--- src/shared/gal_pkg.sv ---
// Function
// - Enabled input pin change asserts alert output
// - Output pins never raise alerts
// - Enable bits: pin b bit1, a bit0
// - Change flags reset zero, clear on read
// - Flags set regardless of alert enable
// - Set flags stay until host reads
// - Summary event bit high when any flag
// - Flag bit1 pin b, bit0 pin a, inputs
// - Lock bit makes lockable registers read-only
// - Lock holds until hard reset only
// - Lock register itself cannot be cleared
// - Lock resets zero; writes accepted while clear
// - Feature register reports three-bit shutdown code
// - Codes 000 to 010 select diode modes
// - Codes 011 to 101 select further modes
// - Product code differs by channel variant
// - Fixed eight-bit maker code readable
// - Fixed eight-bit die revision readable
// - Direction bit: 0 input, 1 output
`default_nettype none
package gal_pkg;
	localparam logic [7:0] GAL_IDX_DIR = 8'hE1;
	localparam logic [7:0] GAL_IDX_ALERT_EN = 8'hE5;
	localparam logic [7:0] GAL_IDX_FLAGS = 8'hE6;
	localparam logic [7:0] GAL_IDX_LOCK = 8'hEF;
	localparam logic [7:0] GAL_IDX_FEAT = 8'hFC;
	localparam logic [7:0] GAL_IDX_PART = 8'hFD;
	localparam logic [7:0] GAL_IDX_MAKER = 8'hFE;
	localparam logic [7:0] GAL_IDX_REV = 8'hFF;
	localparam int GAL_BIT_PIN_A = 0;
	localparam int GAL_BIT_PIN_B = 1;
	localparam int GAL_BIT_LOCK = 0;
	localparam logic [1:0] GAL_RST_DIR = 2'h0;
	localparam logic [1:0] GAL_RST_ALERT_EN = 2'h0;
	localparam logic [1:0] GAL_RST_FLAGS = 2'h0;
	localparam logic GAL_RST_LOCK = 1'b0;
	localparam logic [7:0] GAL_PART_SINGLE = 8'hA1;
	localparam logic [7:0] GAL_PART_MULTI = 8'hA2;
	localparam logic [7:0] GAL_MAKER_CODE = 8'hC3;
	localparam logic [7:0] GAL_REV_CODE = 8'h07;
	typedef enum logic [2:0] {
		GAL_SD_EXT1_SIMPLE = 3'b000,
		GAL_SD_EXT1_DIODE = 3'b001,
		GAL_SD_EXT1_TRAN = 3'b010,
		GAL_SD_INT_TRAN = 3'b011,
		GAL_SD_EXT2_TRAN = 3'b100,
		GAL_SD_EXT1_TRAN_B = 3'b101
	} gal_sd_code_t;
endpackage : gal_pkg
`default_nettype wire

--- src/rtl/gal_regs.sv ---
`default_nettype none
// Register bank for the two auxiliary pins, write lock and identity codes.
// Avalon-MM slave: byte address = 4 * register index; one wait state per access.
module gal_regs #(
	parameter logic [7:0] PART_CODE = gal_pkg::GAL_PART_MULTI
) (
	input wire logic mclk,
	input wire logic arst_n,
	input wire logic [9:0] avs_address,
	input wire logic avs_read,
	input wire logic avs_write,
	input wire logic [31:0] avs_writedata,
	input wire logic [3:0] avs_byteenable,
	output logic [31:0] avs_readdata,
	output logic avs_waitrequest,
	output logic [1:0] avs_response,
	input wire logic aux_pin_a,
	input wire logic aux_pin_b,
	input wire logic [2:0] shutdown_config_code,
	output logic alert_n,
	output logic gpio_event
);
	logic ack_q;
	logic [1:0] dir_q;
	logic [1:0] alert_en_q;
	logic [1:0] flags_q;
	logic lock_q;
	logic [1:0] sync1_q;
	logic [1:0] sync2_q;
	logic [1:0] prev_q;
	logic [1:0] change;
	logic [1:0] alert_q;
	logic [2:0] feat_q;
	logic [7:0] idx;
	logic wr_go;
	logic rd_go;
	logic wr_lo;
	logic hit;
	logic [7:0] rd_val;

	function automatic logic is_mapped(input logic [7:0] i);
		is_mapped = (i == gal_pkg::GAL_IDX_DIR) || (i == gal_pkg::GAL_IDX_ALERT_EN) ||
			(i == gal_pkg::GAL_IDX_FLAGS) || (i == gal_pkg::GAL_IDX_LOCK) ||
			(i == gal_pkg::GAL_IDX_FEAT) || (i == gal_pkg::GAL_IDX_PART) ||
			(i == gal_pkg::GAL_IDX_MAKER) || (i == gal_pkg::GAL_IDX_REV);
	endfunction : is_mapped

	assign idx = avs_address[9:2];
	assign hit = is_mapped(idx);
	assign avs_waitrequest = (avs_read | avs_write) & ~ack_q;
	assign wr_go = avs_write & ack_q;
	assign rd_go = avs_read & ack_q;
	assign wr_lo = wr_go & avs_byteenable[0];

	// The answer comes one cycle after the request is seen.
	always_ff @(posedge mclk or negedge arst_n) begin
		if (!arst_n) begin
			ack_q <= 1'b0;
		end else begin
			ack_q <= (avs_read | avs_write) & ~ack_q;
		end
	end

	// Lockable registers: direction, alert enable and the lock itself.
	always_ff @(posedge mclk or negedge arst_n) begin
		if (!arst_n) begin
			dir_q <= gal_pkg::GAL_RST_DIR;
			alert_en_q <= gal_pkg::GAL_RST_ALERT_EN;
			lock_q <= gal_pkg::GAL_RST_LOCK;
		end else if (wr_lo && !lock_q) begin
			if (idx == gal_pkg::GAL_IDX_DIR) begin
				dir_q <= avs_writedata[1:0];
			end
			if (idx == gal_pkg::GAL_IDX_ALERT_EN) begin
				alert_en_q <= avs_writedata[1:0];
			end
			if (idx == gal_pkg::GAL_IDX_LOCK) begin
				lock_q <= avs_writedata[gal_pkg::GAL_BIT_LOCK];
			end
		end
	end

	// Pins are synchronised before edge detection; the first stage feeds only the second.
	always_ff @(posedge mclk or negedge arst_n) begin
		if (!arst_n) begin
			sync1_q <= 2'h0;
			sync2_q <= 2'h0;
			prev_q <= 2'h0;
		end else begin
			sync1_q <= {aux_pin_b, aux_pin_a};
			sync2_q <= sync1_q;
			prev_q <= sync2_q;
		end
	end

	// Changes count only on pins set as inputs.
	assign change = (sync2_q ^ prev_q) & ~dir_q;

	// A change in the same cycle as the clearing read survives it.
	always_ff @(posedge mclk or negedge arst_n) begin
		if (!arst_n) begin
			flags_q <= gal_pkg::GAL_RST_FLAGS;
		end else if (rd_go && idx == gal_pkg::GAL_IDX_FLAGS) begin
			flags_q <= change;
		end else begin
			flags_q <= flags_q | change;
		end
	end

	// Alert latches per pin until cleared by the flag read, disabled, or its pin set as an output.
	always_ff @(posedge mclk or negedge arst_n) begin
		if (!arst_n) begin
			alert_q <= 2'h0;
		end else if (rd_go && idx == gal_pkg::GAL_IDX_FLAGS) begin
			alert_q <= change & alert_en_q & ~dir_q;
		end else begin
			alert_q <= (alert_q | (change & alert_en_q)) & alert_en_q & ~dir_q;
		end
	end

	always_ff @(posedge mclk or negedge arst_n) begin
		if (!arst_n) begin
			feat_q <= 3'h0;
		end else begin
			feat_q <= shutdown_config_code;
		end
	end

	assign alert_n = ~|alert_q;
	assign gpio_event = |flags_q;

	always_comb begin
		rd_val = 8'h00;
		case (idx)
			gal_pkg::GAL_IDX_DIR: rd_val = {6'h00, dir_q};
			gal_pkg::GAL_IDX_ALERT_EN: rd_val = {6'h00, alert_en_q};
			gal_pkg::GAL_IDX_FLAGS: rd_val = {6'h00, flags_q};
			gal_pkg::GAL_IDX_LOCK: rd_val = {7'h00, lock_q};
			gal_pkg::GAL_IDX_FEAT: rd_val = {5'h00, feat_q};
			gal_pkg::GAL_IDX_PART: rd_val = PART_CODE;
			gal_pkg::GAL_IDX_MAKER: rd_val = gal_pkg::GAL_MAKER_CODE;
			gal_pkg::GAL_IDX_REV: rd_val = gal_pkg::GAL_REV_CODE;
			default: rd_val = 8'h00;
		endcase
	end

	always_ff @(posedge mclk or negedge arst_n) begin
		if (!arst_n) begin
			avs_readdata <= 32'h0000_0000;
			avs_response <= 2'h0;
		end else if ((avs_read | avs_write) && !ack_q) begin
			avs_readdata <= {24'h000000, rd_val};
			avs_response <= hit ? 2'h0 : 2'h3;
		end
	end

	a_lock_sticky: assert property (@(posedge mclk) disable iff (!arst_n)
		$past(lock_q) |-> lock_q) else $error("lock cleared after set");
	a_lock_freezes_en: assert property (@(posedge mclk) disable iff (!arst_n)
		$past(lock_q) |-> $stable(alert_en_q) && $stable(dir_q)) else $error("locked register changed");
	a_flag_holds: assert property (@(posedge mclk) disable iff (!arst_n)
		(flags_q[0] && !(rd_go && idx == gal_pkg::GAL_IDX_FLAGS)) |=> flags_q[0]) else $error("flag lost");
	a_flag_on_change: assert property (@(posedge mclk) disable iff (!arst_n)
		change[1] |=> flags_q[1]) else $error("change not flagged");
	a_read_clears: assert property (@(posedge mclk) disable iff (!arst_n)
		(rd_go && idx == gal_pkg::GAL_IDX_FLAGS && change == 2'h0) |=> flags_q == 2'h0)
		else $error("read did not clear");
	a_event_summary: assert property (@(posedge mclk) disable iff (!arst_n)
		gpio_event == (flags_q != 2'h0)) else $error("summary mismatch");
	a_alert_cause: assert property (@(posedge mclk) disable iff (!arst_n)
		(change[0] && alert_en_q[0] && !dir_q[0] && !rd_go) |=> !alert_n) else $error("alert missing");
	a_output_no_alert: assert property (@(posedge mclk) disable iff (!arst_n)
		dir_q[1] |=> !alert_q[1]) else $error("output pin alerted");
	a_one_wait: assert property (@(posedge mclk) disable iff (!arst_n)
		$rose(avs_read) |-> avs_waitrequest ##1 !avs_waitrequest) else $error("bad wait timing");
	c_flag_read: cover property (@(posedge mclk) disable iff (!arst_n) rd_go && flags_q != 2'h0);
	c_lock_set: cover property (@(posedge mclk) disable iff (!arst_n) $rose(lock_q));
	c_alert: cover property (@(posedge mclk) disable iff (!arst_n) $fell(alert_n));
endmodule : gal_regs
`default_nettype wire

--- config.mk ---
export PLATFORM = sky130hd
export DESIGN_NAME = gal_regs
export DESIGN_NICKNAME = d
export VERILOG_FILES = /design/src/shared/gal_pkg.sv /design/src/rtl/gal_regs.sv
export SDC_FILE = /design/constraint.sdc
export NUM_CORES = 1
export LEC_CHECK = 0
export BUFFER_PORTS_ARGS = -buffer_cell sky130_fd_sc_hd__buf_2
export CAP_MARGIN = 15
export CORE_UTILIZATION = 45
export DETAILED_ROUTE_END_ITERATION = 10
export GPL_ROUTABILITY_DRIVEN = 1
export PLACE_DENSITY = 0.94
export SLEW_MARGIN = 15
export SYNTH_ARGS = -nofsm -noshare
export SYNTH_HDL_FRONTEND = slang
export SYNTH_SLANG_ARGS = --single-unit
export TNS_END_PERCENT = 30
--- constraint.sdc ---
create_clock -name mclk -period 3.9 [get_ports mclk]
set_clock_uncertainty 0.15 [all_clocks]
set_input_delay 0.78 -clock mclk [delete_from_list [all_inputs] [get_ports mclk]]
set_output_delay 0.78 -clock mclk [all_outputs]
set_load 0.05 [all_outputs]
==> results.tsv <==
stage	metric	value	unit
run_status	run status	complete, but fails checks	
run_status	violations in the final reports	design-rule violations	
floorplan	Std-Cell Core Area	2829	um^2
logic_synthesis	Cell Area, Synth	1383	um^2
pwr	total power per unit cell area	366.4	nW/um^2
clock_network	Bufs on Longest Clock Path	2	
critical_path	data required time of the critical path	2970	ps
job	number of violations of the max-capacitance limit	0	
logic_synthesis	primary flip-flop cell chosen by synthesis mapping	dfrtp_1	
logic_synthesis	Synth cell types	39	
timing	Least-Margin Pin Slew	567.2	ps
critical_path	CP Class	primary input to primary output	
critical_path	Reg2Reg Depth	4	
cells_and_area	ratio of cells with drive above 1 in the final layout	0.2561	
timing	Max Freq	375.2	MHz
cells_and_area	total of fill cells in the finished design	259	
logic_synthesis	cell type with the largest total area after synthesis	dfrtp_1	
timing	fin crit share	0.6834	
global_route	largest net degree at the start of global routing	27	
pwr	peak supply drop	0.2387	mV
placed_design	total instance count after detailed placement	191	
placed_design	placer congestion estimate	0.8698	
placed_design	placed wire-length estimate after detailed placement	1.844	mm
clock_network	clock insertion delay at the later pin of the skew report	320	ps
route	final routed wirelength across all metal layers	2.430	mm
floorplan	starting density of the core	0.4887	
route	detailed-router iteration count before antenna repair	7	
timing	Final setup viols	0	
cells_and_area	Layout area overhead	6.696	%
floorplan	row cnt	19	
route	DR vias	995	
cells_and_area	Final Non-Filler Cells	195	
hold_path	depth of the worst hold-timing path	0	
placed_design	I/O Buffers	30	
pwr	Static Leak	0.0007252	uW
floorplan	Die Outline Area	3298	um^2
clock_network	root cell of the clock tree	clkbuf_4	
logic_synthesis	count of flip-flops with a built-in enable after synthesis	0	
logic_synthesis	Avg Cell Area, Syn	10.17	um^2
route	DRC	7	
global_route	Remaining Overflow, GRT	0	
timing	number of hold violations in the final report	0	
logic_synthesis	flip-flop and latch count after synthesis	26	
global_route	overall fraction of global-route tracks in use	0.1647	
timing	remaining max-slew budget at the tightest pin	0.6218	
clock_network	clock sinks	26	
route	average wire length per cell after detail routing	12.46	um
pwr	power after layout	540.5	uW
hold_path	hold path startpoint	sync1_q[1]$_DFF_PN0_	
timing	final hold slack	213.8	ps
timing	final-report max-slew violation count	0	
critical_path	kind of end point of the critical path	primary output	
timing	sum of negative setup slack	0	ps
clock_network	Resized cells post-CTS	0	
logic_synthesis	fraction of registers with async set/reset	1.000	
clock_network	number of post-CTS setup repair buffers	0	
clock_network	H-tree levels	1	
cells_and_area	antenna cell count	0	
floorplan	die span in y	57.43	um
timing	RSZ-0062 raised after global routing	false	
logic_synthesis	post-synthesis cell count	136	
logic_synthesis	synth warn	0	
logic_synthesis	sequential element share of the synthesized area	0.4706	
critical_path	largest fanout on the critical path	11	
critical_path	Worst Path Arrival	1740	ps
critical_path	CP Launch Type	primary input	
clock_network	CTS tree	yes	
global_route	wire length of the first global-routing pass	4.057	mm
global_route	number of antenna violations at the first check in global routing	0	
clock_network	number of hold-repair buffers added at the cts stage	0	
route	via-per-instance ratio	5.103	
floorplan	width of the die	57.43	um
timing	final critical path time including I/O delays and setup	2665	ps
hold_path	type of the most critical hold path	register to register	
global_route	vias in the first global route	895	
critical_path	source of the critical timing path	avs_read	
logic_synthesis	area share of the largest cell type after synthesis	0.4706	
floorplan	top-level I/O count	92	
clock_network	Clk pin slew, worst setup/hold paths	140	ps
cells_and_area	# nets final	220	
critical_path	Reg2Reg Setup Slack	2220	ps
logic_synthesis	leading cell types by total area after synthesis	dfrtp_1 47%, buf_4 16%, mux2_1 3.3%	
route	number of nets still failing antenna checks after routing	0	
route	First DRT Iteration DRCs	29	
critical_path	worst r2r src	lock_q$_DFFE_PN0P_	
clock_network	number of buffers added by the clock tree synthesis step	3	
placed cells by master (no fill, tap or decap), types with 2 or more instances in the layout:
cell type and count:
o31ai_1 4, clkbuf_4 3, nand2_1 10, o21ai_1 4, nor2_1 7, nand2b_1 4, a21oi_1 5, inv_1 4
xnor2_1 2, or2_2 2, nand3b_1 2, dfrtp_1 26, a31oi_1 2, mux2_1 4, nor3_1 3, buf_2 30
nand3_1 5, conb_1 26
synth_stat cells, types with 2 or more instances:
library cell	n
inv_1	4
dfrtp_1	26
o31ai_1	4
nand3_1	5
a21oi_1	5
or2_2	2
nor2_1	7
nand3b_1	2
nand2b_1	4
mux2_1	4
o21ai_1	4
nor3_1	3
buf_4	29
nand2_1	10
xnor2_1	2
a31oi_1	2
per-stage QoR:
step / setup slack (ps) / area, um^2 / util
2_1_floorplan: 1516 / 1476 / -
3_3_place_gp: 1240 / 1439 / 0.5086
3_5_place_dp: 1228 / 1439 / 0.5086
4_1_cts: 1227 / 1475 / 0.5215
5_1_grt: 1193 / 1475 / 0.5215
6_report: 1235 / 1475 / 0.5215
registers in the layout, indices dropped and copies added (netlist names):
register	count
prev_q	2
ack_q	1
alert_q	2
sync1_q	2
lock_q	1
alert_en_q	2
sync2_q	2
dir_q	2
feat_q	3
flags_q	2
avs_readdata	6
avs_response	1
cells by family (layout without fill, tap and decap cells):
logic type,Yosys count,in the layout,synth area share
flip-flops,26,26,0.4706
buffers and inverters,36,39,0.1774
XOR/XNOR,2,2,0.01267
AO/OA/AOI/OAI,22,22,0.1068
multiplexers,4,4,0.03258
other,1,26,0.002712
AND/OR/NAND/NOR,45,45,0.1973
per-layer routing:
| layer | share of wire | global-route usage |
|---|---|---|
| met5 | 0 | 0 |
| met3 | 0.071 | 0.03175 |
| met1 | 0.43 | 0.2193 |
| met2 | 0.48 | 0.2542 |
| met4 | 0.021 | 0.08711 |
report_power, final:
part           internal (uW)  switching [uW]  leakage [uW]
logic                   20.2             103      0.000386
registers                278            4.22      0.000318
clock network           57.2            78.2     0.0000210
total                    356             185      0.000725
worst paths after layout:
path	endpoint
max	avs_waitrequest
min	sync2_q[1]$_DFF_PN0_
max reg2reg	dir_q[0]$_DFFE_PN0P_
min reg2reg	sync2_q[1]$_DFF_PN0_
max in group asynchronous	avs_readdata[6]$_DFFE_PN0P_
min in group asynchronous	avs_readdata[5]$_DFFE_PN0P_
layout make-up:
| class | instances | area (um^2) | area share |
|---|---|---|---|
| clock buffer | 4 | 36.28 | 0.02460 |
| timing repair buffer | 30 | 150.1 | 0.1018 |
| tap | 31 | 38.79 | 0.02629 |
| sequential | 26 | 650.6 | 0.4411 |
| multi-input combinational | 99 | 580.6 | 0.3936 |
| inverter | 5 | 18.77 | 0.01272 |
worst max-delay path, cell delays in order:
cell and delay [ps]:
buf_2 90, nor2_1 30, or2_2 360, inv_1 180, buf_2 290
(Power assumes the default switching activity.)
